===== config.mk =====
export PLATFORM = sky130hd
export DESIGN_NAME = fsbd_ctrl
export DESIGN_NICKNAME = d
export VERILOG_FILES = /design/src/fsbd_pkg.sv /design/src/fsbd_ctrl.sv
export SDC_FILE = /design/constraint.sdc
export NUM_CORES = 1
export LEC_CHECK = 0
export ABC_AREA = 1
export BUFFER_PORTS_ARGS = -buffer_cell sky130_fd_sc_hd__buf_2
export CAP_MARGIN = 25
export CORE_MARGIN = 1
export CORE_UTILIZATION = 37
export DETAILED_ROUTE_END_ITERATION = 8
export PLACE_DENSITY_LB_ADDON = 0.2
export SYNTH_ARGS = -nofsm -noshare
export SYNTH_HDL_FRONTEND = slang
export SYNTH_SLANG_ARGS = --single-unit

===== constraint.sdc =====
create_clock -name CLOCK_I -period 7.65 [get_ports CLOCK_I]
set_input_delay 0.3825 -clock CLOCK_I [delete_from_list [all_inputs] [get_ports CLOCK_I]]
set_output_delay 0.3825 -clock CLOCK_I [all_outputs]
set_load 0.02 [all_outputs]

===== src/fsbd_pkg.sv =====
// Package of constants and carrier types for the flash bus controller.
// Functional notes
// - Read: chip select and output strobe low.
// - Write: write strobe and chip select low.
// - Only listed pin combinations are ever driven.
// - Bypass program takes two writes, not four.
// - Under accelerate, issue only bypass programs.
package fsbd_pkg;

  // ----------------------------------------------------------------
  // Register map
  // ----------------------------------------------------------------
  localparam logic [11:0] REG_CTRL  = 12'h000;
  localparam logic [11:0] REG_ADDR  = 12'h004;
  localparam logic [11:0] REG_WDATA = 12'h008;
  localparam logic [11:0] REG_RDATA = 12'h00C;
  localparam logic [11:0] REG_STAT  = 12'h010;

  // ----------------------------------------------------------------
  // Control fields
  // ----------------------------------------------------------------
  localparam int CTRL_GO_BIT    = 0;
  localparam int CTRL_WRITE_BIT = 1;
  localparam int CTRL_WORD_BIT  = 2;
  localparam int CTRL_PROT_BIT  = 3;
  localparam int CTRL_ACCEL_BIT = 4;
  localparam int CTRL_RST_BIT   = 5;
  localparam logic [31:0] CTRL_RESET = 32'h0000_0024;

  // ----------------------------------------------------------------
  // Timing
  // ----------------------------------------------------------------
  localparam int CLK_PERIOD_NS = 25;
  localparam int T_ACC_NS      = 70;
  localparam int T_WP_NS       = 35;
  localparam int T_SETUP_NS    = 25;
  localparam int ACC_CYC = (T_ACC_NS + CLK_PERIOD_NS - 1) / CLK_PERIOD_NS + 2;
  localparam int WP_CYC  = (T_WP_NS + CLK_PERIOD_NS - 1) / CLK_PERIOD_NS;
  localparam int SU_CYC  = (T_SETUP_NS + CLK_PERIOD_NS - 1) / CLK_PERIOD_NS;

  // ----------------------------------------------------------------
  // Types
  // ----------------------------------------------------------------
  typedef struct packed {
    logic        ce_n;
    logic        oe_n;
    logic        we_n;
    logic        word;
    logic [19:0] addr;
  } fsbd_ctl_t;

  typedef struct packed {
    logic [15:0] dq_o;
    logic [15:0] dq_oe;
  } fsbd_dq_t;

  typedef enum logic [4:0] {
    ST_IDLE  = 5'b00001,
    ST_SETUP = 5'b00010,
    ST_RDACC = 5'b00100,
    ST_WRPUL = 5'b01000,
    ST_HOLD  = 5'b10000
  } fsbd_state_t;

endpackage


===== src/fsbd_ctrl.sv =====
// Host controller that runs flash read and command-write cycles.
//
// Our own choices: the register offsets and the APB slave port.
`timescale 1ns/1ps
`default_nettype none
module fsbd_ctrl
  import fsbd_pkg::*;
#(
  parameter int ADDR_W = 20
) (
  input  wire logic              CLOCK_I,
  input  wire logic              ARST_N_I,
  input  wire logic [11:0]       PADDR_I,
  input  wire logic              PSEL_I,
  input  wire logic              PENABLE_I,
  input  wire logic              PWRITE_I,
  input  wire logic [31:0]       PWDATA_I,
  output logic      [31:0]       PRDATA_O,
  output logic                   PREADY_O,
  output logic                   PSLVERR_O,
  output logic                   CE_F_N_O,
  output logic                   CE_S_N_O,
  output logic                   OE_N_O,
  output logic                   WE_N_O,
  output logic                   BYTE_N_WORD_O,
  output logic                   RESET_N_O,
  output logic                   PROTECT_ACCEL_O,
  output logic                   ACCEL_HV_O,
  output logic      [ADDR_W-1:0] ADDR_O,
  output logic      [15:0]       DQ_O,
  output logic      [15:0]       DQ_OE_O,
  input  wire logic [15:0]       DQ_I,
  input  wire logic              READY_BUSY_IN_I
);

  // ----------------------------------------------------------------
  // Reset release
  // ----------------------------------------------------------------
  // Reset is applied at once and released on the clock after two flops.
  logic rst_s1_q;
  logic rst_n;
  always_ff @(posedge CLOCK_I or negedge ARST_N_I) begin
    if (!ARST_N_I) begin
      rst_s1_q <= 1'b0;
      rst_n    <= 1'b0;
    end else begin
      rst_s1_q <= 1'b1;
      rst_n    <= rst_s1_q;
    end
  end

  // ----------------------------------------------------------------
  // Pin input synchronisers
  // ----------------------------------------------------------------
  logic [16:0] sync1_q;
  logic [16:0] sync2_q;
  always_ff @(posedge CLOCK_I or negedge rst_n) begin
    if (!rst_n) begin
      sync1_q <= 17'h00000;
      sync2_q <= 17'h00000;
    end else begin
      sync1_q <= {READY_BUSY_IN_I, DQ_I};
      sync2_q <= sync1_q;
    end
  end

  // ----------------------------------------------------------------
  // Registers
  // ----------------------------------------------------------------
  logic [31:0]       ctrl_q;
  logic [ADDR_W:0]   addr_q;
  logic [15:0]       wdata_q;
  logic [15:0]       rdata_q;
  logic              busy_q;
  logic              done_q;
  fsbd_state_t       state_q;
  logic [7:0]        cnt_q;
  fsbd_ctl_t         pins_q;
  fsbd_dq_t          dq_q;

  logic wr_acc;
  logic rd_acc;
  logic start;
  assign wr_acc = PSEL_I && PENABLE_I && PWRITE_I;
  assign rd_acc = PSEL_I && PENABLE_I && !PWRITE_I;
  assign start  = wr_acc && (PADDR_I == REG_CTRL) && PWDATA_I[CTRL_GO_BIT] && !busy_q;

  // Every register answers in its access cycle, so there are no wait states.
  assign PREADY_O  = 1'b1;

  // One-hot register select, shared by the error path and the status clear.
  function automatic logic [4:0] reg_sel(input logic [11:0] a);
    if (a == REG_CTRL) begin
      reg_sel = 5'b00001;
    end else if (a == REG_ADDR) begin
      reg_sel = 5'b00010;
    end else if (a == REG_WDATA) begin
      reg_sel = 5'b00100;
    end else if (a == REG_RDATA) begin
      reg_sel = 5'b01000;
    end else if (a == REG_STAT) begin
      reg_sel = 5'b10000;
    end else begin
      reg_sel = 5'b00000;
    end
  endfunction

  logic [4:0] sel;
  assign sel = reg_sel(PADDR_I);

  assign PSLVERR_O = PSEL_I && PENABLE_I && (sel == 5'b00000);

  always_ff @(posedge CLOCK_I or negedge rst_n) begin
    if (!rst_n) begin
      ctrl_q  <= CTRL_RESET;
      addr_q  <= '0;
      wdata_q <= 16'h0000;
    end else if (wr_acc) begin
      if (PADDR_I == REG_CTRL) begin
        ctrl_q <= PWDATA_I & 32'h0000_003E;
      end else if (PADDR_I == REG_ADDR) begin
        addr_q <= PWDATA_I[ADDR_W:0];
      end else if (PADDR_I == REG_WDATA) begin
        wdata_q <= PWDATA_I[15:0];
      end
    end
  end

  always_ff @(posedge CLOCK_I or negedge rst_n) begin
    if (!rst_n) begin
      PRDATA_O <= 32'h0000_0000;
    end else if (PSEL_I && !PENABLE_I && !PWRITE_I) begin
      if (PADDR_I == REG_CTRL) begin
        PRDATA_O <= ctrl_q;
      end else if (PADDR_I == REG_ADDR) begin
        PRDATA_O <= 32'(addr_q);
      end else if (PADDR_I == REG_WDATA) begin
        PRDATA_O <= {16'h0000, wdata_q};
      end else if (PADDR_I == REG_RDATA) begin
        PRDATA_O <= {16'h0000, rdata_q};
      end else if (PADDR_I == REG_STAT) begin
        PRDATA_O <= {29'h0000_0000, sync2_q[16], done_q, busy_q};
      end else begin
        PRDATA_O <= 32'h0000_0000;
      end
    end
  end

  // ----------------------------------------------------------------
  // Bus cycle sequencer
  // ----------------------------------------------------------------
  logic is_write;
  logic is_word;
  logic op_write_q;
  logic op_word_q;

  // Direction and width are frozen when a cycle starts, so a control
  // write during a cycle cannot switch strobes or lanes half way.
  always_ff @(posedge CLOCK_I or negedge rst_n) begin
    if (!rst_n) begin
      op_write_q <= 1'b0;
      op_word_q  <= 1'b1;
    end else if (start) begin
      op_write_q <= PWDATA_I[CTRL_WRITE_BIT];
      op_word_q  <= PWDATA_I[CTRL_WORD_BIT];
    end
  end

  assign is_write = op_write_q;
  assign is_word  = op_word_q;

  // Lanes the controller drives: lane fifteen carries the low address
  // bit in byte mode, and a write adds the data lanes of its width.
  function automatic logic [15:0] lane_oe(input logic word, input logic write);
    if (word) begin
      lane_oe = write ? 16'hFFFF : 16'h0000;
    end else begin
      lane_oe = write ? 16'h80FF : 16'h8000;
    end
  endfunction

  // Values the controller puts on the lanes it drives.
  function automatic logic [15:0] lane_data(input logic word, input logic a0,
                                            input logic [15:0] d);
    lane_data = word ? d : {a0, 7'h00, d[7:0]};
  endfunction

  // ----------------------------------------------------------------
  // Status flags
  // ----------------------------------------------------------------
  always_ff @(posedge CLOCK_I or negedge rst_n) begin
    if (!rst_n) begin
      busy_q <= 1'b0;
    end else if (start) begin
      busy_q <= 1'b1;
    end else if (state_q == ST_HOLD) begin
      busy_q <= 1'b0;
    end
  end

  // Done is sticky; a finishing cycle wins over a clear in the same clock.
  always_ff @(posedge CLOCK_I or negedge rst_n) begin
    if (!rst_n) begin
      done_q <= 1'b0;
    end else if (state_q == ST_HOLD) begin
      done_q <= 1'b1;
    end else if (start || (wr_acc && sel[4])) begin
      done_q <= 1'b0;
    end
  end

  // Read data is taken once, at the last count of the access time, which
  // covers the two input flops.
  always_ff @(posedge CLOCK_I or negedge rst_n) begin
    if (!rst_n) begin
      rdata_q <= 16'h0000;
    end else if ((state_q == ST_RDACC) && (cnt_q <= 8'h01)) begin
      rdata_q <= is_word ? sync2_q[15:0] : {8'h00, sync2_q[7:0]};
    end
  end

  always_ff @(posedge CLOCK_I or negedge rst_n) begin
    if (!rst_n) begin
      state_q <= ST_IDLE;
      cnt_q   <= 8'h00;
      pins_q  <= '{ce_n: 1'b1, oe_n: 1'b1, we_n: 1'b1, word: 1'b1, addr: 20'h00000};
      dq_q    <= '{dq_o: 16'h0000, dq_oe: 16'h0000};
    end else begin
      case (state_q)
        ST_IDLE: begin
          if (start) begin
            state_q     <= ST_SETUP;
            cnt_q       <= 8'(SU_CYC);
            pins_q.word <= PWDATA_I[CTRL_WORD_BIT];
            // Byte mode uses the low address bit on lane fifteen.
            pins_q.addr <= PWDATA_I[CTRL_WORD_BIT] ? addr_q[19:0] : addr_q[20:1];
            pins_q.ce_n <= 1'b0;
          end
        end
        ST_SETUP: begin
          if (cnt_q > 8'h01) begin
            cnt_q <= cnt_q - 8'h01;
          end else if (is_write) begin
            // Command write: strobe low, output strobe held high.
            pins_q.we_n <= 1'b0;
            dq_q.dq_o   <= lane_data(is_word, addr_q[0], wdata_q);
            dq_q.dq_oe  <= lane_oe(is_word, 1'b1);
            cnt_q       <= 8'(WP_CYC);
            state_q     <= ST_WRPUL;
          end else begin
            // Array read: output strobe low, write strobe held high.
            pins_q.oe_n <= 1'b0;
            dq_q.dq_o   <= lane_data(is_word, addr_q[0], 16'h0000);
            dq_q.dq_oe  <= lane_oe(is_word, 1'b0);
            cnt_q       <= 8'(ACC_CYC);
            state_q     <= ST_RDACC;
          end
        end
        ST_RDACC: begin
          if (cnt_q > 8'h01) begin
            cnt_q <= cnt_q - 8'h01;
          end else begin
            pins_q.oe_n <= 1'b1;
            state_q     <= ST_HOLD;
          end
        end
        ST_WRPUL: begin
          if (cnt_q > 8'h01) begin
            cnt_q <= cnt_q - 8'h01;
          end else begin
            // Data is latched by the device on this rising strobe edge.
            pins_q.we_n <= 1'b1;
            state_q     <= ST_HOLD;
          end
        end
        ST_HOLD: begin
          pins_q.ce_n <= 1'b1;
          dq_q.dq_oe  <= 16'h0000;
          state_q     <= ST_IDLE;
        end
        default: begin
          state_q <= ST_IDLE;
        end
      endcase
    end
  end

  // ----------------------------------------------------------------
  // Pin outputs
  // ----------------------------------------------------------------
  // Static RAM stays deselected so the two chips never share the bus.
  assign CE_F_N_O        = pins_q.ce_n;
  assign CE_S_N_O        = 1'b1;
  assign OE_N_O          = pins_q.oe_n;
  assign WE_N_O          = pins_q.we_n;
  assign BYTE_N_WORD_O   = pins_q.word;
  assign ADDR_O          = ADDR_W'(pins_q.addr);
  assign DQ_O            = dq_q.dq_o;
  assign DQ_OE_O         = dq_q.dq_oe;
  assign RESET_N_O       = ~ctrl_q[CTRL_RST_BIT] ? 1'b0 : 1'b1;
  assign PROTECT_ACCEL_O = ~ctrl_q[CTRL_PROT_BIT];
  assign ACCEL_HV_O      = ctrl_q[CTRL_ACCEL_BIT];

endmodule
`default_nettype wire


==> results_dict.tcl, run 1 <==
set metrics [dict create \
    netlist_top_cells_count "nand2_1 (306), dfrtp_1 (167), inv_1 (91), nand3_1 (80), o21ai_0 (61)" \
    r2r_cells 9 \
    cts_resized 0 \
    clock_latency_ns 0.43 \
    max_freq_mhz 375 \
    start_util_pct 38.3 \
    grt_max_degree 77 \
    p_sw_mw 0.442 \
    cp_max_fo 20 \
    worstSetupPathType "flop to flop" \
    synthCells 909 \
    ys_types 38 \
    r2r_slack_ns 4.98 \
    nFillCells 2053 \
    worstSetupEndpointType "flop" \
    path_clk_slew_ns 0.07 \
    rows 52 \
    dpl_cell_area_sq_mm 0.00859 \
    tritoncts "built" \
    gp_routability_congestion 0.868 \
    hpwl_um 13700 \
    hp-start "DQ_I[0]" \
    tns_ns 0 \
    avgViaCountPerCell 4.69 \
    p_seq_share_pct 49.4 \
    cts_buffers 17 \
    cellPowerDensity_mw_per_mm2 208 \
    p_int_mw 1.48 \
    grt-ovfl-total 0 \
    place.port_buffers 135 \
    first_iter_violations 354 \
    comb_power_share_pct 3.2 \
    num-nets-final 1093 \
    hold_path.class "input pin to flop" \
    r2r_start "cnt_q[0]" \
    ant_nets 0 \
    drive_above_1_share_pct 21.7 \
    vias 6130 \
    synth_edf_count 0 \
    worst_pin_slew_ns 0.963 \
    grt_pass1_vias 5790 \
    crit_path_start "cnt_q[0]" \
    syn_avg_cell_area_sq_um 8.64 \
    totalWireLength_um 19300 \
    synth_seq_cells 175 \
    maxCapViolCount 0 \
    rsz0062_at_grt "false" \
    syn2layout_area_growth_pct 17.6 \
    rr_endpoint "rdata_q[14]" \
    grt_use_total_pct 18.6 \
    clockBufferDepth 2 \
    hold_viol_final 0 \
    crit_path_start_kind "flop" \
    timing.hold.ws_ns 0.0551 \
    power_frac_clock_pct 47.4 \
    seq_area_frac_synth_pct 55.9 \
    post-synth-top-count-cell "nand2_1" \
    antenna_found_initial 0 \
    cts_root_buffer "clkbuf_16" \
    switching_share_pct 23.0 \
    ioPinCount 160 \
    synth.top_cells.by_area "dfrtp_1 (53%), nand2_1 (15%), nand3_1 (5.1%), inv_1 (4.4%), o21ai_0 (3.9%)" \
    core_sq_mm 0.0205 \
    clock_skew_ns 0.00805 \
    finalSetupViolCount 0 \
    peakVddDrop_v 0.000138 \
    dieArea_sq_mm 0.0218 \
    cp.required_ns 7.96 \
    firstDrtPassIters 6 \
    stdcell_area_sq_mm 0.00923 \
    slew_viol_final 0 \
    status "finished, final reports clean" \
    worstPathArrival_ns 2.98 \
    relSlewSlack_pct 35.6 \
    dieHeight_um 148 \
    drc 0 \
    fin_crit_ns 2.67 \
    die-width_um 148 \
    ys_async_sr_fraction_pct 100 \
    synth_top_area_share_pct 53.2 \
    yosysWarnings 0 \
    post-route-period-util_pct 34.9 \
    power.leakage_nw 4.96 \
    yosys_most_used_dff "dfrtp_1" \
    htree_levels 4 \
    crit_end "rdata_q[14]" \
    diodes 0 \
    yosysTopAreaCell "dfrtp_1" \
    clock-sinks 175 \
    syn_area_sq_mm 0.00785 \
    avgRoutedWirePerCell_um 14.7 \
    grt_pass1_wl_um 31000 \
]
## layout make-up
cell class / count / area (sq um) / area share (%)
Tap cell: 270 / 338 / 3.66
Clock inverter: 14 / 180 / 1.95
Inverter: 101 / 379 / 4.11
Clock buffer: 18 / 429 / 4.65
Sequential cell: 175 / 4390 / 47.6
Timing Repair Buffer: 141 / 743 / 8.05
Multi-Input combinational cell: 589 / 2770 / 30.0
## worst max-delay path, cell delays in order (launching register included)
cell	delay [ns]
dfrtp_1	0.41
inv_1	0.09
ha_1	0.29
nor2_1	0.08
nor2_1	0.22
nand2_4	0.17
nor2_2	0.64
inv_1	0.42
nand2_1	0.15
nand2_1	0.07
## power groups by stage
stage | Combinational (mW) | Clock, mW | Sequential, mW
floorplan | 0.0277 | 0 | 0.972
global route | 0.0692 | 0.966 | 0.949
global placement | 0.0607 | 0 | 0.966
finish | 0.0620 | 0.910 | 0.947
CTS | 0.0616 | 0.927 | 0.948
detailed placement | 0.0611 | 0 | 0.966
## metal layers
metal / global-route usage, % / share of wire, %
met5: 0 / 0
met4: 5.21 / 1.1
met3: 3.67 / 5.0
met2: 29.2 / 46
met1: 26.2 / 48
## layout by cell type (no fill, tap or decap), drive strengths merged, types with 7 or more instances in the layout
cell	netlist	final
conb	2	14
a21oi	7	7
dfrtp	167	167
nor2	50	50
nand2	319	319
dfstp	8	8
nor3	8	8
o211ai	22	22
nand4	10	10
buf	45	140
clkbuf	11	18
inv	101	108
nand3	81	81
o21ai	67	67
## worst min-delay path by stage
stage	endpoint	slack [ns]	cells after the start
after CTS	sync1_q[0]	0.04	1
after detailed placement	rst_s1_q	0.17	1
after global placement	rst_s1_q	0.17	1
final	sync1_q[0]	0.06	1
after floorplan	rst_n	0.09	0
after global routing	sync1_q[10]	0.04	1
## cells by family (layout without fill, tap and decap cells)
kind of cell | Yosys count | after routing | share of synthesized area (%)
compound gates | 102 | 102 | 7.41
xor+xnor | 1 | 1 | 0.112
fa+ha+maj | 2 | 2 | 0.319
buf+inv | 157 | 274 | 9.37
flops | 175 | 175 | 55.9
other cells | 2 | 14 | 0.0957
simple gates | 470 | 470 | 26.8
## what timing repair did
item,in CTS,in global routing
hold buffers,1,0
hold endpoints to repair,2,0
setup buffers,0,0
## through the flow
stage | power [mW] | setup WS (ns) | std cells | util (%)
floorplan | 1.00 | 2.43 | 921 | -
global placement | 1.03 | 4.99 | 1274 | 41.9
detailed placement | 1.03 | 4.93 | 1274 | 41.9
CTS | 1.94 | 4.96 | 1307 | 44.9
global route | 1.98 | 4.61 | 1308 | 45.1
finish | 1.92 | 4.98 | 1308 | 45.1
## sequential cells by signal, summed over array words and instances (netlist names), 3 cells and up
signal	flops
sync1_q	17
DQ_OE_O	3
DQ_O	16
addr_q	21
state_q	5
cnt_q	8
sync2_q	17
ctrl_q	5
wdata_q	16
rdata_q	16
PRDATA_O	21
ADDR_O	20
No activity file was read; power rests on OpenSTA's default activity.
==> run 2, diff against run 1 <==
- clock period: 7.65 -> 2.2 ns (I/O delays scaled with it)
==> run 2 against run 1 <==
Compared with the run above: design area is 5.1% higher; flip-flop and latch count did not move; core utilization rose by 2.3 points; clock skew down 0.0011 ns; sequential share of layout area shrank 2.3 points; routed wire length is 0.92% higher; final cell count increased by 3.9%; register-to-register slack worse by 4.6 ns; clock-buffer cell count down 1; via count rose by 2.7%; total power grew to 3.4 times the previous value; worst hold slack better by 0.11 ns; highest routed layer unchanged.
==> results_dict.tcl, run 2 (synthesis results as in run 1) <==
set metrics [dict create \
    post-route-period-util_pct 84.3 \
    drc 0 \
    setup_ws_ns 0.344 \
    status "finished, final reports clean" \
    diodes 0 \
    ant_nets 0 \
    cts_root_buffer "clkbuf_16" \
    final_cell_mix "nand2_1 (306), dfrtp_1 (166), buf_2 (135), inv_1 (91), nand3_1 (80)" \
    avgViaCountPerCell 4.63 \
    dieArea_sq_mm 0.0218 \
    totalWireLength_um 19500 \
    drive_above_1_share_pct 21.9 \
    power.leakage_nw 5.16 \
    max_freq_mhz 539 \
    htree_levels 4 \
    grt_max_degree 49 \
    grt_use_total_pct 19.2 \
    cts_buffers 17 \
    slew_viol_final 0 \
    worstSetupEndpointType "flop" \
    total_power_mw 6.58 \
    antenna_found_initial 0 \
    dp_slack_ns 0.350 \
    hold_viol_final 0 \
    grt-ovfl-total 0 \
    cellPowerDensity_mw_per_mm2 678 \
    num-nets-final 1144 \
    worstPathArrival_ns 2.22 \
    vias 6298 \
    die-width_um 148 \
    first_iter_violations 390 \
    finalSetupViolCount 0 \
    grt_pass1_vias 6047 \
    clockBufferDepth 2 \
    path_clk_slew_ns 0.07 \
    dieHeight_um 148 \
    hpwl_um 14100 \
    worstSetupPathType "flop to flop" \
    peakVddDrop_v 0.000500 \
    core_sq_mm 0.0205 \
    gp_routability_congestion 0.856 \
    tns_ns 0 \
    clock-sinks 175 \
    place.port_buffers 135 \
    avgRoutedWirePerCell_um 14.3 \
    cp_max_fo 13 \
    rsz0062_at_grt "false" \
    hold_path.class "input pin to flop" \
    dp.cells 1288 \
    fin_crit_ns 1.86 \
    post_cts_buffers 0 \
    clock_latency_ns 0.43 \
    grt_pass1_wl_um 31900 \
    clock_skew_ns 0.00694 \
    tritoncts "built" \
    stdcell_count 1359 \
    rows 52 \
    start_util_pct 38.3 \
    crit_path_start_kind "flop" \
    relSlewSlack_pct 60.7 \
    syn2layout_area_growth_pct 23.6 \
    layout_commonest_cell "nand2_1" \
    ioPinCount 160 \
    cp.required_ns 2.57 \
    firstDrtPassIters 5 \
    maxCapViolCount 0 \
    worst_pin_slew_ns 0.586 \
]
## run 2: cell types whose count changed in the layout (fill, tap and decap cells not counted), sizes merged
cell / delta
buf: +13
bufinv: -1
clkbuf: -1
clkinvlp: +4
dlygate4sd3: +38
inv: -2
## run 2: layout make-up
type,count,area [sq um]
timing repair buffer,192,1240
fill,2025,10800
clock buffer,17,425
clock inverter,15,159
multi-input combinational,589,2770
sequential,175,4390
inverter,101,379
tap,270,338
## run 2: power by group
part           total [mW]  internal, mW  switching, mW  leakage (nW)
Clock                3.01          1.69           1.32         0.274
Sequential           3.28          3.26         0.0243          2.18
Combinational       0.290         0.113          0.177          2.71
## run 2: what timing repair did
item                                    4_1_cts  5_1_grt
gates resized for setup                       0        0
endpoints found under the setup margin        0        0
endpoints found under the hold margin        55        0
hold buffers                                 39        0
## run 2: routing by layer
| metal | vias to the layer above | GRT usage (%) | wire length, um |
|---|---|---|---|
| li1 | 3177 | - | - |
| met4 | 0 | 6.19 | 259 |
| met5 | - | 0 | 0 |
| met2 | 153 | 29.9 | 8970 |
| met3 | 18 | 3.77 | 902 |
| met1 | 2950 | 27.0 | 9330 |
## run 2: path summary, 6_finish.rpt
kind | startpoint | to | slack, ns | cells past startpoint
min in group asynchronous | rst_n | sync2_q[13] | 0.27 | 0
min | PENABLE_I | wdata_q[4] | 0.16 | 5
max in group asynchronous | rst_n | BYTE_N_WORD_O | 1.28 | 1
max | cnt_q[0] | DQ_O[7] | 0.34 | 9
max reg2reg | cnt_q[0] | DQ_O[7] | 0.34 | 9
min reg2reg | rst_n | sync2_q[13] | 0.27 | 0
## run 2: critical path: stages, from the launching register on
cell	delay, ns
dfrtp_1	0.41
inv_1	0.08
ha_1	0.17
nor2_1	0.05
nor2_1	0.22
nand2_4	0.17
inv_2	0.14
nand2_1	0.25
inv_2	0.16
a22o_1	0.14
## run 2: through the flow
step                hold slack, ns  utilization [%]  instance area (sq um)
floorplan                   -0.186                -                   7900
global placement            -0.102             42.6                   8730
detailed placement          -0.100             42.6                   8730
CTS                          0.158             47.4                   9700
global route                 0.183             47.4                   9700
finish                       0.165             47.4                   9700
